[src/hw/spdp_defines.vh]
// constants for the serial program/debug port
`ifndef SPDP_DEFINES_VH
`define SPDP_DEFINES_VH
`define SPDP_NPAIRS        3
`define SPDP_PSEL_W        2
`define SPDP_CMD_W         4
`define SPDP_WORD_W        24
`define SPDP_CNT_W         5
`define SPDP_KEY_W         32
`define SPDP_KEY_VAL       32'h5A5AC3C3
`define SPDP_EXEC_LO       24'h800000
`define SPDP_EXEC_HI       24'h8007FF
// 4-bit command codes
`define SPDP_CMD_EXEC      4'h0
`define SPDP_CMD_READ      4'h1
`define SPDP_CMD_EXEC_MODE 4'h2
`define SPDP_CMD_DBG_MODE  4'h3
`define SPDP_CMD_PE        4'h4
// main state machine codes
`define SPDP_ST_IDLE       3'h0
`define SPDP_ST_KEY        3'h1
`define SPDP_ST_CMD        3'h2
`define SPDP_ST_PAY        3'h3
`define SPDP_ST_TURN       3'h4
`define SPDP_ST_OUT        3'h5
`endif

[src/hw/spdp_sync.v]
// two-flop synchroniser with edge detection on the second stage
`timescale 1ns/1ps
`default_nettype none
module spdp_sync (
  // clock and reset
  input  wire i_clk,
  input  wire i_rstn,
  // asynchronous input
  input  wire i_async,
  // synchronised level and edges
  output reg  o_level,
  output wire o_rise,
  output wire o_fall
);
  reg meta_q;
  reg prev_q;
  always @(posedge i_clk) begin
    if (!i_rstn) begin
      meta_q  <= 1'b0;
      o_level <= 1'b0;
      prev_q  <= 1'b0;
    end else begin
      meta_q  <= i_async;
      o_level <= meta_q;
      prev_q  <= o_level;
    end
  end
  assign o_rise = o_level & ~prev_q;
  assign o_fall = ~o_level & prev_q;
endmodule
`default_nettype wire

[src/hw/spdp_top.v]
// serial program/debug port: mode entry, 4-bit commands, payload and query readback
// Behaviour
// (RQ1) The data line is two-way: it takes data and instructions in and drives answers out.
// (RQ2) The programmer's clock paces the link and data is sampled only on its rising edge.
// (RQ3) Every numbered clock/data pair works the same for programming.
// (RQ4) The programmer uses clock and data of one pair only, never mixed pairs.
// (RQ5) Control uses 4-bit commands plus processor instructions passed over the link.
// (RQ6) The programmer enters or leaves the mode with master clear and a clocked key.
// (RQ7) On a query the device drives the requested data back on the data line.
// (RQ8) The clock-train count tells commands, control commands and payload apart.
// (RQ9) An internal state machine runs each step; the programmer orders the steps.
// (RQ10) Executive memory 800000h-8007FFh runs code but is hidden from user mode.
// (RQ11) Only the pair chosen by the debug port select bits serves the debugger.
// (RQ12) Debugging is off while executive-based programming is in use.
// (RQ13) The programmer loads the executive with basic commands before using it.
// (RQ14) A loaded executive takes its own commands to erase, program and verify.
// (RQ15) The data line stays an input except while query data is returned.
`timescale 1ns/1ps
`default_nettype none
`include "spdp_defines.vh"
module spdp_top (
  // clock and reset
  input  wire                      I_CLK_SYS,
  input  wire                      I_RSTN,
  // numbered pin pairs and master clear
  input  wire [`SPDP_NPAIRS-1:0]   I_PCLK,
  input  wire [`SPDP_NPAIRS-1:0]   I_PDAT_IN,
  output reg  [`SPDP_NPAIRS-1:0]   O_PDAT_OUT,
  output reg  [`SPDP_NPAIRS-1:0]   O_PDAT_OE,
  input  wire                      I_MASTER_CLEAR_PIN_N,
  // configuration
  input  wire [`SPDP_PSEL_W-1:0]   I_DBG_PORT_SEL,
  input  wire                      I_USER_MODE,
  // core side: instruction/payload out, query data in
  output reg  [`SPDP_WORD_W-1:0]   O_INSTR,
  output reg                       O_INSTR_VLD,
  output reg  [`SPDP_CMD_W-1:0]    O_CMD,
  input  wire [`SPDP_WORD_W-1:0]   I_RD_DATA,
  // exec memory guard
  input  wire [`SPDP_WORD_W-1:0]   I_FETCH_ADDR,
  output reg                       O_EXEC_ALLOW,
  // status
  output reg                       O_PROG_MODE,
  output reg                       O_EXEC_MODE,
  output reg                       O_DBG_EN,
  output reg  [`SPDP_PSEL_W-1:0]   O_ACTIVE_PAIR
);
  wire [`SPDP_NPAIRS-1:0] clk_r, clk_f, dat_s;
  wire                    master_clear_pin_s;
  genvar g;
  generate
    for (g = 0; g < `SPDP_NPAIRS; g = g + 1) begin : g_pair
      spdp_sync u_c (.i_clk(I_CLK_SYS), .i_rstn(I_RSTN), .i_async(I_PCLK[g]),
                     .o_level(), .o_rise(clk_r[g]), .o_fall(clk_f[g]));
      spdp_sync u_d (.i_clk(I_CLK_SYS), .i_rstn(I_RSTN), .i_async(I_PDAT_IN[g]),
                     .o_level(dat_s[g]), .o_rise(), .o_fall());
    end
  endgenerate
  spdp_sync u_m (.i_clk(I_CLK_SYS), .i_rstn(I_RSTN), .i_async(I_MASTER_CLEAR_PIN_N),
                 .o_level(master_clear_pin_s), .o_rise(), .o_fall());

  function in_exec;
    input [`SPDP_WORD_W-1:0] a;
    begin
      in_exec = (a >= `SPDP_EXEC_LO) && (a <= `SPDP_EXEC_HI);
    end
  endfunction

  reg [2:0]                 st_q;
  reg [`SPDP_PSEL_W-1:0]    pair_q;
  reg [`SPDP_CNT_W-1:0]     cnt_q;
  reg [`SPDP_KEY_W-1:0]     key_q;
  reg [`SPDP_WORD_W-1:0]    sh_q;
  reg [`SPDP_CMD_W-1:0]     cmd_q;
  reg                       exec_q;
  reg                       drive_q;

  // pair chosen at key time follows the programmer; any pair may start entry
  wire clk_rise = clk_r[pair_q];                                        // see (RQ4)
  wire clk_fall = clk_f[pair_q];
  wire din      = dat_s[pair_q];
  wire any_rise = |clk_r;

  reg [`SPDP_PSEL_W-1:0] first_pair;
  integer k;
  always @* begin
    first_pair = {`SPDP_PSEL_W{1'b0}};
    for (k = `SPDP_NPAIRS - 1; k >= 0; k = k - 1) begin
      if (clk_r[k]) begin
        first_pair = k[`SPDP_PSEL_W-1:0];                               // see (RQ3)
      end
    end
  end

  always @(posedge I_CLK_SYS) begin
    if (!I_RSTN) begin
      st_q        <= `SPDP_ST_IDLE;
      pair_q      <= {`SPDP_PSEL_W{1'b0}};
      cnt_q       <= {`SPDP_CNT_W{1'b0}};
      key_q       <= {`SPDP_KEY_W{1'b0}};
      sh_q        <= {`SPDP_WORD_W{1'b0}};
      cmd_q       <= {`SPDP_CMD_W{1'b0}};
      exec_q      <= 1'b0;
      drive_q     <= 1'b0;
      O_INSTR     <= {`SPDP_WORD_W{1'b0}};
      O_INSTR_VLD <= 1'b0;
      O_CMD       <= {`SPDP_CMD_W{1'b0}};
      O_PROG_MODE <= 1'b0;
    end else begin
      O_INSTR_VLD <= 1'b0;
      // master clear released leaves the mode at any step
      if (master_clear_pin_s && st_q != `SPDP_ST_IDLE && st_q != `SPDP_ST_KEY) begin  // see (RQ6)
        st_q        <= `SPDP_ST_IDLE;
        O_PROG_MODE <= 1'b0;
        // a stale key would let part of the next entry sequence match early
        key_q       <= {`SPDP_KEY_W{1'b0}};
        exec_q      <= 1'b0;
        drive_q     <= 1'b0;
      end else begin
        case (st_q)
          `SPDP_ST_IDLE: begin
            if (!master_clear_pin_s && any_rise) begin
              pair_q <= first_pair;
              key_q  <= {key_q[`SPDP_KEY_W-2:0], dat_s[first_pair]};
              st_q   <= `SPDP_ST_KEY;
            end
          end
          `SPDP_ST_KEY: begin
            if (master_clear_pin_s) begin
              st_q  <= `SPDP_ST_IDLE;
              key_q <= {`SPDP_KEY_W{1'b0}};
            end else if (key_q == `SPDP_KEY_VAL) begin
              O_PROG_MODE <= 1'b1;
              cnt_q       <= {`SPDP_CNT_W{1'b0}};
              st_q        <= `SPDP_ST_CMD;
            end else if (clk_rise) begin                                // see (RQ2)
              key_q <= {key_q[`SPDP_KEY_W-2:0], din};
            end
          end
          `SPDP_ST_CMD: begin
            // four clocks carry the command code, lsb first
            if (clk_rise) begin                                         // see (RQ8)
              cmd_q <= {din, cmd_q[`SPDP_CMD_W-1:1]};
              cnt_q <= cnt_q + 1'b1;
              if (cnt_q == `SPDP_CMD_W - 1) begin
                cnt_q <= {`SPDP_CNT_W{1'b0}};
                O_CMD <= {din, cmd_q[`SPDP_CMD_W-1:1]};
                st_q  <= ({din, cmd_q[`SPDP_CMD_W-1:1]} == `SPDP_CMD_READ)
                         ? `SPDP_ST_TURN : `SPDP_ST_PAY;                // see (RQ9)
                if ({din, cmd_q[`SPDP_CMD_W-1:1]} == `SPDP_CMD_READ)
                  sh_q <= I_RD_DATA;
              end
            end
          end
          `SPDP_ST_PAY: begin
            // a 24-clock train is payload: an instruction or executive command word
            if (clk_rise) begin                                         // see (RQ1)
              sh_q  <= {din, sh_q[`SPDP_WORD_W-1:1]};
              cnt_q <= cnt_q + 1'b1;
              if (cnt_q == `SPDP_WORD_W - 1) begin
                cnt_q       <= {`SPDP_CNT_W{1'b0}};
                O_INSTR     <= {din, sh_q[`SPDP_WORD_W-1:1]};
                O_INSTR_VLD <= 1'b1;                                    // see (RQ5)
                if (cmd_q == `SPDP_CMD_EXEC_MODE)
                  exec_q <= 1'b1;                                       // see (RQ14)
                else if (cmd_q == `SPDP_CMD_DBG_MODE)
                  exec_q <= 1'b0;
                st_q <= `SPDP_ST_CMD;
              end
            end
          end
          `SPDP_ST_TURN: begin
            // first falling edge hands the line over, so no contention
            if (clk_fall) begin                                         // see (RQ15)
              drive_q <= 1'b1;
              st_q    <= `SPDP_ST_OUT;
            end
          end
          `SPDP_ST_OUT: begin
            // new bit on each falling edge, programmer samples on rising
            if (clk_fall) begin                                         // see (RQ7)
              if (cnt_q == `SPDP_WORD_W - 1) begin
                cnt_q   <= {`SPDP_CNT_W{1'b0}};
                drive_q <= 1'b0;
                st_q    <= `SPDP_ST_CMD;
              end else begin
                sh_q  <= {1'b0, sh_q[`SPDP_WORD_W-1:1]};
                cnt_q <= cnt_q + 1'b1;
              end
            end
          end
          default: st_q <= `SPDP_ST_IDLE;
        endcase
      end
    end
  end

  // pin drivers, debug gating and executive guard
  always @(posedge I_CLK_SYS) begin
    if (!I_RSTN) begin
      O_PDAT_OUT    <= {`SPDP_NPAIRS{1'b0}};
      O_PDAT_OE     <= {`SPDP_NPAIRS{1'b0}};
      O_EXEC_MODE   <= 1'b0;
      O_DBG_EN      <= 1'b0;
      O_ACTIVE_PAIR <= {`SPDP_PSEL_W{1'b0}};
      O_EXEC_ALLOW  <= 1'b0;
    end else begin
      O_PDAT_OUT    <= {`SPDP_NPAIRS{sh_q[0]}};
      // release at once when master clear ends the mode, so the drive never outlives it
      O_PDAT_OE     <= (drive_q && !master_clear_pin_s) ? ({{(`SPDP_NPAIRS-1){1'b0}}, 1'b1} << pair_q)
                                            : {`SPDP_NPAIRS{1'b0}};     // see (RQ15)
      O_EXEC_MODE   <= exec_q;
      // debugger only on the configured pair, never in executive mode
      O_DBG_EN      <= O_PROG_MODE && !exec_q
                       && (pair_q == I_DBG_PORT_SEL);                   // see (RQ11) (RQ12)
      O_ACTIVE_PAIR <= pair_q;
      O_EXEC_ALLOW  <= in_exec(I_FETCH_ADDR) && !I_USER_MODE;           // see (RQ10)
    end
  end
endmodule
`default_nettype wire

[config.mk]
export PLATFORM = sky130hd
export DESIGN_NAME = spdp_top
export DESIGN_NICKNAME = d
export VERILOG_FILES = /design/src/hw/spdp_sync.v /design/src/hw/spdp_top.v
export VERILOG_INCLUDE_DIRS = /design/src /design/src/hw
export SDC_FILE = /design/constraint.sdc
export NUM_CORES = 1
export LEC_CHECK = 0
export BUFFER_PORTS_ARGS = -buffer_cell sky130_fd_sc_hd__buf_2
export CORE_AREA = 2 2 115 117
export CTS_CLUSTER_DIAMETER = 150
export DETAILED_ROUTE_END_ITERATION = 8
export DIE_AREA = 0 0 117 119
export PLACE_DENSITY = 0.65
export SYNTH_ARGS = -nofsm -noshare
export SYNTH_HDL_FRONTEND = slang
export SYNTH_SLANG_ARGS = --single-unit
[constraint.sdc]
create_clock -name I_CLK_SYS -period 2.7 [get_ports I_CLK_SYS]
set_clock_uncertainty 0.05 [all_clocks]
set_input_delay 0.405 -clock I_CLK_SYS [delete_from_list [all_inputs] [get_ports I_CLK_SYS]]
set_output_delay 0.405 -clock I_CLK_SYS [all_outputs]
set_load 0.05 [all_outputs]
Yosys cells after proc, flatten, opt, wreduce, memory -nomap -nowiden
Index checks and enable logic that the tools add are counted.
Widths: inputs -> output; s select.
{ "word_totals": {"ff_bits": 128, "input_bits": 60, "word_cells": 167} }
{ "classes": {"n_addsub": 1, "n_lt_le_gt_ge": 4, "eq_ne": 27, "shifts": 1, "muxes": 49, "bitwise": 17, "n_reduce_logical": 33} }
{ "ops": {"columns": ["cell", "count"], "rows": [
  ["$mux 24", 6],
  ["$mux 32", 4],
  ["$pmux 24 s3", 1],
  ["$pmux 32 s2", 1],
  ["$mux 5", 7],
  ["$eq 32x31->1 const B", 1],
  ["$mux 3", 10],
  ["$ge 24x24->1 const B", 1],
  ["$le 24x24->1 const B", 1],
  ["$ne 2x2->1 const B", 11],
  ["$pmux 5 s4", 1],
  ["$reduce_and 4->1", 5],
  ["$pmux 3 s6", 1],
  ["$reduce_and 7->1", 2],
  ["$not 1->1", 11],
  ["$mux 1", 10],
  ["$ne 3x2->1 const B", 3],
  ["$reduce_and 3->1", 3],
  ["$bmux 1 s2", 4],
  ["$eq 4x2->1 const B", 2],
  ["$logic_and 1x1->1", 8],
  ["$reduce_and 8->1", 1],
  ["$and 1x1->1", 6],
  ["$eq 3x2->1 const B", 2],
  ["21 further kinds", 30]
]} }

Depth between registers and ports, before layout
Gate-level depths: netlist of run 1.
{ "logic_depth": {"word_depth": 9, "ltp_mapped": 8, "depth_no_buf": 6} }

Hierarchy
From an unflattened synthesis of run 1, not the netlist that was laid out.
{ "unflattened": {"cells_unflattened": 646, "area_unflattened_um2": 5900.7} }
{ "modules_own_cells": {"columns": ["mod", "n_inst", "cells_per_inst", "area_per_inst_um2", "seq_area_each_um2"], "rows": [
  ["spdp_top", 1, 590, 5261.3, 2222.1],
  ["spdp_sync", 7, 8, 91.3, 60.1]
]} }

Worst setup path before layout of run 1
Ideal clock, no wire load.
{ "synth_timing": {"path_kind": "register -> register", "start": "reg cnt_q[0]", "end": "reg sh_q[0]", "setup_time_ns": 0.121, "arrival_time_ns": 1.810, "required_ns": 2.529, "path_slack_ns": 0.719, "stages_incl_launch_ff": 8, "n_path_buf": 1, "path_cell_list": "dfxtp_1 -> ha_1 -> nor4b_1 -> nand2_1 -> o221ai_2 -> and2_1 -> buf_2 -> mux2_2"} }
{ "synth_via": {"elab_chain_len": 3, "elab_cells_between_ends": 5, "classes_between": "eq/ne: 4; reduce/logical: 1"} }
{ "synth_lines": {"columns": ["item", "line", "source"], "rows": [
  ["from (decl)", "spdp_top.v:71", "reg [`SPDP_CNT_W-1:0] cnt_q;"],
  ["from (signal assigned)", "spdp_top.v:99", "cnt_q <= {`SPDP_CNT_W{1'b0}};"],
  ["from (signal assigned)", "spdp_top.v:134", "cnt_q <= {`SPDP_CNT_W{1'b0}};"],
  ["from (signal assigned)", "spdp_top.v:144", "cnt_q <= cnt_q + 1'b1;"],
  ["$eq 5x5->1 or $eq 5x2->1 (tied branches)", "spdp_top.v:182, spdp_top.v:145", null],
  ["$ne 2x2->1 (no source line)", null, null],
  ["$reduce_and 8->1 (no source line) *", null, null],
  ["to (signal assigned)", "spdp_top.v:101", "sh_q <= {`SPDP_WORD_W{1'b0}};"],
  ["to (signal assigned)", "spdp_top.v:158", "sh_q <= {din, sh_q[`SPDP_WORD_W-1:1]};"],
  ["to (signal assigned)", "spdp_top.v:187", "sh_q <= {1'b0, sh_q[`SPDP_WORD_W-1:1]};"],
  ["to (decl)", "spdp_top.v:73", "reg [`SPDP_WORD_W-1:0] sh_q;"]
]} }
Mark *: on every way between the ends. The rest lies on a longest branch, timed or not.
A chain may end at the register's enable or synchronous reset.

Worst setup path after layout of run 1
{ "layout_timing": {"start": "reg pair_q[1]", "end": "reg sh_q[11]"} }
{ "layout_via": {"elab_chain_len": 5, "elab_cells_between_ends": 12, "classes_between": "eq/ne: 5; mux: 6; reduce/logical: 1"} }
{ "layout_lines": {"columns": ["item", "line", "source"], "rows": [
  ["from (decl)", "spdp_top.v:70", "reg [`SPDP_PSEL_W-1:0] pair_q;"],
  ["from (signal assigned)", "spdp_top.v:98", "pair_q <= {`SPDP_PSEL_W{1'b0}};"],
  ["from (signal assigned)", "spdp_top.v:123", "pair_q <= first_pair;"],
  ["$bmux 1 s2", "spdp_top.v:81", "wire din = dat_s[pair_q];"],
  ["$mux 1 (implied by the code)", "spdp_top.v:81", null],
  ["$eq 4x1->1 (no source line)", null, null],
  ["$ne 2x2->1 (no source line)", null, null],
  ["$reduce_and 8->1 (no source line) *", null, null]
]} }
Mark *: on every way between the ends. The rest lies on a longest branch, timed or not. The select of a mux whose other input is x is not followed.

==> impl_metrics.ini, run 1 <==
[synthesis]
ys_types = 67
syn-instance-count = 603
synth_edf_count = 0
async_flop_share_pct = 0
synthTopCellsByCount = 128 x dfxtp_1, 102 x nand2_1, 69 x mux2i_1
synth_ff_type = dfxtp_1
synth_top_area_share_pct = 45.7
synthesis.nets = 664
yosysSeqAreaShare_pct = 45.7
syn-cell-area_um2 = 5610
synth_area_leaders = dfxtp_1 46%, mux2i_1 12%, nand2_1 6.8%
yosysMostFrequentCell = dfxtp_1
synth_area_leader_cell = dfxtp_1
yosys_warnings = 0
synth-seq-cells = 128
synth.avg_cell_area_um2 = 9.30

[clocking]
clk_path_buf_depth = 2
clk_pin_slew_ns = 0.05
clk_latency_ns = 0.41
clockRootBuffer = clkbuf_16
postCtsHoldBufs = 0
cts_setup_buffers = 0
clock_sinks = 128
cts_buffers = 17
cts_tree = yes
postCtsResizedCells = 0
h-tree-depth = 4

[detailed_routing]
wire_per_inst_um = 14.5
num_vias = 4648
antenna_left = 0
routed_via_density = 5.37
drc = 0
first_iter_violations = 370
drtPass1Iterations = 5
routed_wl_um = 12500

[power_and_ir_drop]
p_int_w = 0.00371
switching_share_pct = 28.3
power_frac_clock_pct = 40.6
p_leak_nw = 2.98
p_sw_w = 0.00147
power.share.sequential_pct = 39.4
p_per_area_nw_per_um2 = 772
peakVddDrop_mv = 0.473
combPwrFrac_pct = 20.0

[die]
io_pins = 101
rows = 42
core-area_um2 = 12900
die_w_um = 117
die_h_um = 119
start_util_pct = 43.6
die_area_um2 = 13900

[worst_setup_path]
critical_path.slowest_cell = dfxtp_1
cp.arrival_ns = 2.60
crit_chain = mux2i_1, o211ai_1, o221ai_2, and2_1, buf_4, a311oi_1
worstPathRequired_ns = 2.96
end_kind = register
critical_path_buf_inv_count = 1
critical_path.max_stage_delay_ns = 0.66
worstPathMaxFanout = 13
crit_type = register to register
cp-start-kind = register
cp_top_family = compound AO/OA/AOI/OAI gates

[cells_and_area]
antenna_cells = 0
final_nets = 741
drive_gt1_share_pct = 22.2
instances_no_fill = 865
syn_to_final_growth_pct = 19.7

[run]
cap_violations = 0

[global_route]
overflow = 0
grt_pass1_vias = 4322
antenna_found_initial = 0
grt_max_degree = 38
grt_pass1_wl_um = 20300
grt_usage_pct = 18.6

[timing]
fin_crit_sh_pct = 86.6
rsz0062_at_grt = false
fin_crit_ns = 2.34
worst_pin_slew_ns = 0.626
fin_setup_tns_ns = 0
fmax_ghz = 0.428
finalHoldViolCount = 0
slew_headroom_pct = 57.8
slew_viol_final = 0
setup_viol = 0

[placement]
dp_hpwl_um = 8470
portBuffers = 89
gp_congestion = 0.861
dp_cells = 837

[status]
run_status = finished clean

[worst_hold_path]
hold_class = input port to register
==> power groups by stage <==
stage	clock, W	sequential (W)	combinational, W
2_1_floorplan	0	0.00204	0.000810
3_3_place_gp	0	0.00207	0.00101
3_5_place_dp	0	0.00208	0.00103
4_1_cts	0.00215	0.00204	0.00103
5_1_grt	0.00224	0.00205	0.00112
6_report	0.00210	0.00204	0.00104
==> path summary, 6_finish.rpt <==
path,start,endpoint,slack [ns],cells past startpoint
max,pair_q[1],sh_q[11],0.36,6
min,I_PCLK[2],g_pair[2].u_c.meta_q,0.15,2
max reg2reg,pair_q[1],sh_q[11],0.36,6
min reg2reg,g_pair[1].u_c.meta_q,g_pair[1].u_c.o_level,0.38,1
==> cell usage in the layout, fill, tap and decap left out, types with 5 or more instances in the layout <==
| cell | netlist | final |
|---|---|---|
| clkbuf_16 | 0 | 17 |
| nor2_1 | 41 | 41 |
| nand3b_1 | 7 | 7 |
| o21ai_0 | 10 | 10 |
| a311oi_1 | 22 | 22 |
| nand2_1 | 102 | 102 |
| nand3_1 | 24 | 24 |
| and2_1 | 26 | 26 |
| nor4b_1 | 5 | 5 |
| dfxtp_1 | 128 | 128 |
| buf_2 | 5 | 89 |
| nand2b_1 | 8 | 8 |
| a21oi_1 | 33 | 32 |
| buf_4 | 5 | 16 |
| mux2i_1 | 69 | 69 |
==> registers in the layout, summed over array words and instances (netlist names), 3 cells and up <==
register / cells
g_pair.u_c.meta_q: 3
st_q: 3
g_pair.u_d.o_level: 3
sh_q: 24
g_pair.u_c.o_level: 3
g_pair.u_c.prev_q: 3
cnt_q: 5
O_INSTR: 24
g_pair.u_d.meta_q: 3
O_CMD: 4
cmd_q: 4
key_q: 32
O_PDAT_OE: 3
==> layout make-up <==
cell class	instances	area, µm²
clock buffers	22	484
repair buffers	107	606
multi-input cells	423	2770
flip-flops and latches	128	2560
well taps	176	220
fillers	1223	6160
inverters	3	11.3
clock inverters	6	60.1
==> layer usage <==
layer	track usage, %	routed length [µm]
met1	24.6	5960
met2	27.9	5710
met3	5.75	685
met4	7.79	152
met5	0	0
==> metrics by stage <==
| step | cell area [µm²] | setup slack [ns] | hold WS (ns) | power (W) | util [%] |
|---|---|---|---|---|---|
| after detailed placement | 6170 | 0.359 | 0.369 | 0.00311 | 47.9 |
| after global routing | 6710 | 0.127 | 0.129 | 0.00541 | 52.1 |
| after CTS | 6710 | 0.347 | 0.134 | 0.00522 | 52.1 |
| final | 6710 | 0.362 | 0.150 | 0.00518 | 52.1 |
| after global placement | 6170 | 0.431 | 0.367 | 0.00309 | 47.9 |
| after floorplan | 5610 | 0.719 | 0.362 | 0.00285 | - |
==> cells by family after synthesis <==
logic type | count (synthesis) | share of synthesized area (%)
XOR/XNOR | 3 | 0.469
multiplexers | 70 | 12.5
AO/OA/AOI/OAI | 92 | 12.0
AND/OR/NAND/NOR | 257 | 24.0
buffers and inverters | 52 | 5.17
adder cells (fa/ha/maj) | 1 | 0.223
flip-flops | 128 | 45.7
(Power assumes the default switching activity.)
==> run 2: changes to the inputs <==
==> constraint.sdc (replaced) <==
create_clock -name I_CLK_SYS -period 2.7 [get_ports I_CLK_SYS]
set_clock_uncertainty 0.05 [all_clocks]
set_input_delay 0.135 -clock I_CLK_SYS [delete_from_list [all_inputs] [get_ports I_CLK_SYS]]
set_output_delay 0.135 -clock I_CLK_SYS [all_outputs]
set_load 0.05 [all_outputs]
==> impl_metrics.ini, run 2 (synthesis results as in run 1) <==
[worst_setup_path]
cp-start-kind = register
reg2reg_depth = 6
worstPathRequired_ns = 2.96
crit_type = register to register
startpoint = pair_q[1]
cp.arrival_ns = 2.67
end_kind = register
crit_path_end = sh_q[5]
r2r_end = sh_q[5]
r2r-start = pair_q[1]
worstPathMaxFanout = 13
reg2reg_slack_ns = 0.29

[cells_and_area]
layout_common_cells = 128 x dfxtp_1, 102 x nand2_1, 89 x buf_2
antenna_cells = 0
syn_to_final_growth_pct = 26.0
final_common_cell = dfxtp_1
largest_register_ffs = 32
reg.largest.list = key_q (32), O_INSTR (24), sh_q (24)
multi_input_area_um2 = 2770
fill_cells = 1129
final-seq-area_um2 = 2560
final_nets = 776
drive_gt1_share_pct = 21.0
top_register = key_q

[power_and_ir_drop]
peakVddDrop_mv = 0.474
p_leak_nw = 3.14
p_per_area_nw_per_um2 = 744

[clocking]
clk_pin_slew_ns = 0.05
cts_tree = yes
cts_setup_buffers = 0
clock_sinks = 128
clockRootBuffer = clkbuf_16
h-tree-depth = 4
clk_path_buf_depth = 2
cts_buffers = 17
clk_latency_ns = 0.41

[worst_hold_path]
hold_class = input port to register

[die]
die_h_um = 119
start_util_pct = 43.6
die_area_um2 = 13900
rows = 42
io_pins = 101
core-area_um2 = 12900
die_w_um = 117

[detailed_routing]
wl_met2_um = 5770
first_iter_violations = 354
num_vias = 4718
drt-met1-wl_um = 6300
routed_via_density = 5.24
highest-signal-layer = met4
dr_wl_met3_um = 525
drc = 0
antenna_left = 0
drtPass1Iterations = 5
wire_per_inst_um = 14.3
routed_wl_um = 12800

[timing]
slew_headroom_pct = 58.3
fin_crit_ns = 2.41
rsz0062_at_grt = false
fmax_ghz = 0.415
setup_viol = 0
layout_setup_ws_ns = 0.290
worst_pin_slew_ns = 0.619
fin_crit_sh_pct = 89.2
fin_setup_tns_ns = 0
finalHoldViolCount = 0
whs_ns = 0.0972
slew_viol_final = 0

[placement]
portBuffers = 89
gp_congestion = 0.859
dp_hpwl_um = 8390
place_ws_ns = 0.347

[global_route]
grt_pass1_vias = 4537
overflow = 0
grt_max_degree = 38
grt_usage_pct = 19.1
antenna_found_initial = 0
grt_pass1_wl_um = 21000

[run]
cap_violations = 0

[status]
run_status = finished clean
## run 2: cell count changes in the layout (fill, tap and decap cells not counted), sizes merged
cell	before	now
clkinv	3	4
dlygate4sd3	0	35
bufinv	1	2
clkinvlp	2	1
## run 2: worst min path at each step
stage / start / end / slack (ns) / depth (start not counted)
2_1_floorplan: I_PCLK[0] / g_pair[0].u_c.meta_q / 0.21 / 1
3_3_place_gp: I_PDAT_IN[2] / g_pair[2].u_d.meta_q / 0.29 / 2
3_5_place_dp: I_MASTER_CLEAR_PIN_N / u_m.meta_q / 0.29 / 2
4_1_cts: I_RD_DATA[0] / sh_q[0] / 0.09 / 4
5_1_grt: I_RD_DATA[0] / sh_q[0] / 0.13 / 4
6_report: I_RD_DATA[0] / sh_q[0] / 0.1 / 4
## run 2: layout make-up
cell class              instances  area share [%]
clock buffers                  22            6.57
well taps                     176            3.12
clock inverters                 7            1.24
repair buffers                142            13.5
inverters                       3           0.159
flip-flops and latches        128            36.2
multi-input cells             423            39.2
## run 2: through the flow
stage          util, %  total power [W]  instances  area, µm²
3_3_place_gp      47.9          0.00309        837       6170
2_1_floorplan        -          0.00285        603       5610
4_1_cts           54.9          0.00529        901       7070
3_5_place_dp      47.9          0.00310        837       6170
5_1_grt           54.9          0.00549        901       7070
6_report          54.9          0.00526        901       7070
## run 2: timing repair
action / 4_1_cts / 5_1_grt
setup endpoints to repair: 0 / 0
hold endpoints to repair: 32 / 0
hold buffers: 35 / 0
gates resized for setup: 0 / 0
## run 2: report_power, final
group | internal [W] | total (W) | leakage [nW] | switching, W
logic | 0.000453 | 0.00106 | 1.83 | 0.000606
clock network | 0.00138 | 0.00215 | 0.271 | 0.000772
registers | 0.00196 | 0.00205 | 1.03 | 0.0000914
total | 0.00379 | 0.00526 | 3.14 | 0.00147
## run 2: critical path, cell delays in order (launching register included)
cell      delay (ns)
dfxtp_1         0.67
mux2i_1         0.18
o211ai_1        0.47
o221ai_2        0.19
and2_1          0.27
buf_4           0.21
a311oi_1        0.25
## run 2: routing by layer
metal,GRT usage (%),vias to the layer above
li1,-,2359
met1,25.8,2220
met2,28.7,115
met3,4.78,24
met4,8.31,0
met5,0,-
==> run 3: changes to the inputs <==
Settings changed: ABC_AREA set to 1, CORE_AREA 2 2 115 117 to 2 2 116 118, DIE_AREA 0 0 117 119 to 0 0 118 120, GPL_ROUTABILITY_DRIVEN set to 0, PLACE_DENSITY 0.65 to 0.64.
==> impl_metrics.ini, run 3 <==
[status]
run_status = finished clean

[worst_setup_path]
cp-start-kind = input port
crit_type = input port to register
cp_top_family = buffers and inverters
r2r_end = sh_q[6]
crit_chain = dlygate4sd3_1, buf_2, nor3_1, dlygate4sd3_1, nand2_1, dlygate4sd3_1, nor2_1, dlygate4sd3_1
critical_path.slowest_cell = dlygate4sd3_1
end_kind = register
r2r-start = pair_q[0]
cp.arrival_ns = 2.69
reg2reg_slack_ns = 0.60
path_common_cell = dlygate4sd3_1
reg2reg_depth = 10
critical_path_buf_inv_count = 5
critical_path.max_stage_delay_ns = 0.57
worstPathMaxFanout = 1
worstPathRequired_ns = 3.01

[timing]
fmax_ghz = 0.421
finalHoldViolCount = 0
fin_crit_sh_pct = 88.1
worst_pin_slew_ns = 0.463
slew_headroom_pct = 69.1
rsz0062_at_grt = false
setup_viol = 0
fin_crit_ns = 2.38
fin_setup_tns_ns = 0
slew_viol_final = 0

[power_and_ir_drop]
p_sw_w = 0.00199
p_int_w = 0.00412
combPwrFrac_pct = 26.2
power_frac_clock_pct = 34.5
p_leak_nw = 3.37
switching_share_pct = 32.5
power.share.sequential_pct = 39.2
peakVddDrop_mv = 0.660
p_per_area_nw_per_um2 = 886

[synthesis]
syn-instance-count = 834
ys_types = 32
synth_ff_type = dfxtp_1
synth.avg_cell_area_um2 = 6.78
synth_area_leader_cell = dfxtp_1
yosys_warnings = 0
yosysSeqAreaShare_pct = 45.3
yosysMostFrequentCell = nand2_1
synthTopCellsByCount = 203 x nand2_1, 151 x nor2_1, 128 x dfxtp_1
synthesis.nets = 895
syn-cell-area_um2 = 5650
synth_top_area_share_pct = 45.3
async_flop_share_pct = 0
synth-seq-cells = 128
synth_area_leaders = dfxtp_1 45%, nand2_1 13%, nor2_1 10%
synth_edf_count = 0

[detailed_routing]
routed_via_density = 4.61
drtPass1Iterations = 5
first_iter_violations = 336
wire_per_inst_um = 10.6
routed_wl_um = 11800
num_vias = 5140
drc = 0
antenna_left = 0

[die]
die_w_um = 118
rows = 42
io_pins = 101
die_area_um2 = 14200
die_h_um = 120
start_util_pct = 43.6
core-area_um2 = 13000

[worst_hold_path]
hold_class = input port to register
hold_start = I_RD_DATA[18]
min_to = sh_q[18]
whs_path_depth = 5

[clocking]
clk_path_buf_depth = 2
clk_pin_slew_ns = 0.06
cts_tree = yes
clock_sinks = 128
cts_buffers = 17
clk_latency_ns = 0.42
h-tree-depth = 4
postCtsResizedCells = 0
clockRootBuffer = clkbuf_16

[cells_and_area]
reg.largest.list = key_q (32), O_INSTR (24), sh_q (24)
syn_to_final_growth_pct = 21.9
multi_input_area_um2 = 2430
postLayoutCoreUtil_pct = 53.1
layout_common_cells = 203 x nand2_1, 151 x nor2_1, 128 x dfxtp_1
drive_gt1_share_pct = 15.4
top_register = key_q
final_common_cell = nand2_1
final_nets = 989
final-seq-area_um2 = 2560
largest_register_ffs = 32
antenna_cells = 0
fill_cells = 1328

[global_route]
overflow = 0
antenna_found_initial = 0
grt_max_degree = 50
grt_usage_pct = 17.4
grt_pass1_wl_um = 20000
grt_pass1_vias = 4390

[placement]
dp_hpwl_um = 7760
portBuffers = 89

[run]
cap_violations = 0
-- run 3: layout make-up --
cell class | count | share of cell area, %
Clock buffer | 24 | 7.14
Clock inverter | 6 | 0.835
Inverter | 117 | 6.41
Multi-Input combinational cell | 551 | 35.3
Sequential cell | 128 | 37.2
Tap cell | 176 | 3.20
Timing Repair Buffer | 113 | 9.91
-- run 3: stage by stage --
stage          cells  power (W)  hold WS, ns  setup WS (ns)  area (µm²)
3_3_place_gp    1067    0.00400        0.268          0.632        6160
3_5_place_dp    1067    0.00401        0.269          0.598        6160
5_1_grt         1115    0.00658       0.0248          0.244        6890
2_1_floorplan    834    0.00375        0.183           1.05        5650
4_1_cts         1115    0.00617      0.00143          0.359        6890
6_report        1115    0.00611       0.0182          0.322        6890
-- run 3: worst max-delay path by stage --
stage	from	to	slack (ns)	depth (start not counted)
CTS	I_USER_MODE	O_EXEC_ALLOW	0.36	8
detailed placement	pair_q[0]	sh_q[6]	0.60	10
floorplan	cnt_q[0]	O_INSTR[0]	1.05	9
finish	I_USER_MODE	O_EXEC_ALLOW	0.32	8
global route	I_USER_MODE	O_EXEC_ALLOW	0.24	8
global placement	pair_q[0]	sh_q[1]	0.63	10
-- run 3: layer usage --
metal | part of all wire [%] | vias to the layer above | global-route usage (%)
met5 | 0 | - | 0
met4 | 2.0 | 0 | 7.00
met3 | 4.7 | 19 | 5.23
met2 | 45 | 115 | 27.3
met1 | 48 | 2249 | 22.5
li1 | - | 2757 | -
-- run 3: power by group through the flow --
stage	combinational [W]	sequential [W]	clock (W)
6_report	0.00160	0.00240	0.00211
5_1_grt	0.00189	0.00244	0.00225
4_1_cts	0.00161	0.00239	0.00216
3_5_place_dp	0.00159	0.00243	0
3_3_place_gp	0.00157	0.00243	0
2_1_floorplan	0.00136	0.00239	0
-- run 3: cell families (layout without fill, tap and decap cells) --
group | after synthesis | in the layout | share of synthesized area, %
and+or+nand+nor | 405 | 405 | 29.2
buffers and inverters | 155 | 260 | 11.6
AOI/OAI and AO/OA | 140 | 140 | 12.9
DFF | 128 | 128 | 45.3
xor gates and xnor gates | 5 | 5 | 0.774
adders and majority gates | 1 | 1 | 0.221
-- run 3: tightest hold or removal path, cell delays in order --
cell and delay [ns]:
buf_2 0.07, nand2_1 0.04, nand2_1 0.05, o21ai_1 0.07
nor2_1 0.07
-- run 3: repair_timing --
| action | in CTS | in global routing |
|---|---|---|
| buffers inserted | 0 | 0 |
| hold endpoints to repair | 14 | 0 |
| setup endpoints to repair | 0 | 0 |
| hold buffers | 18 | 0 |
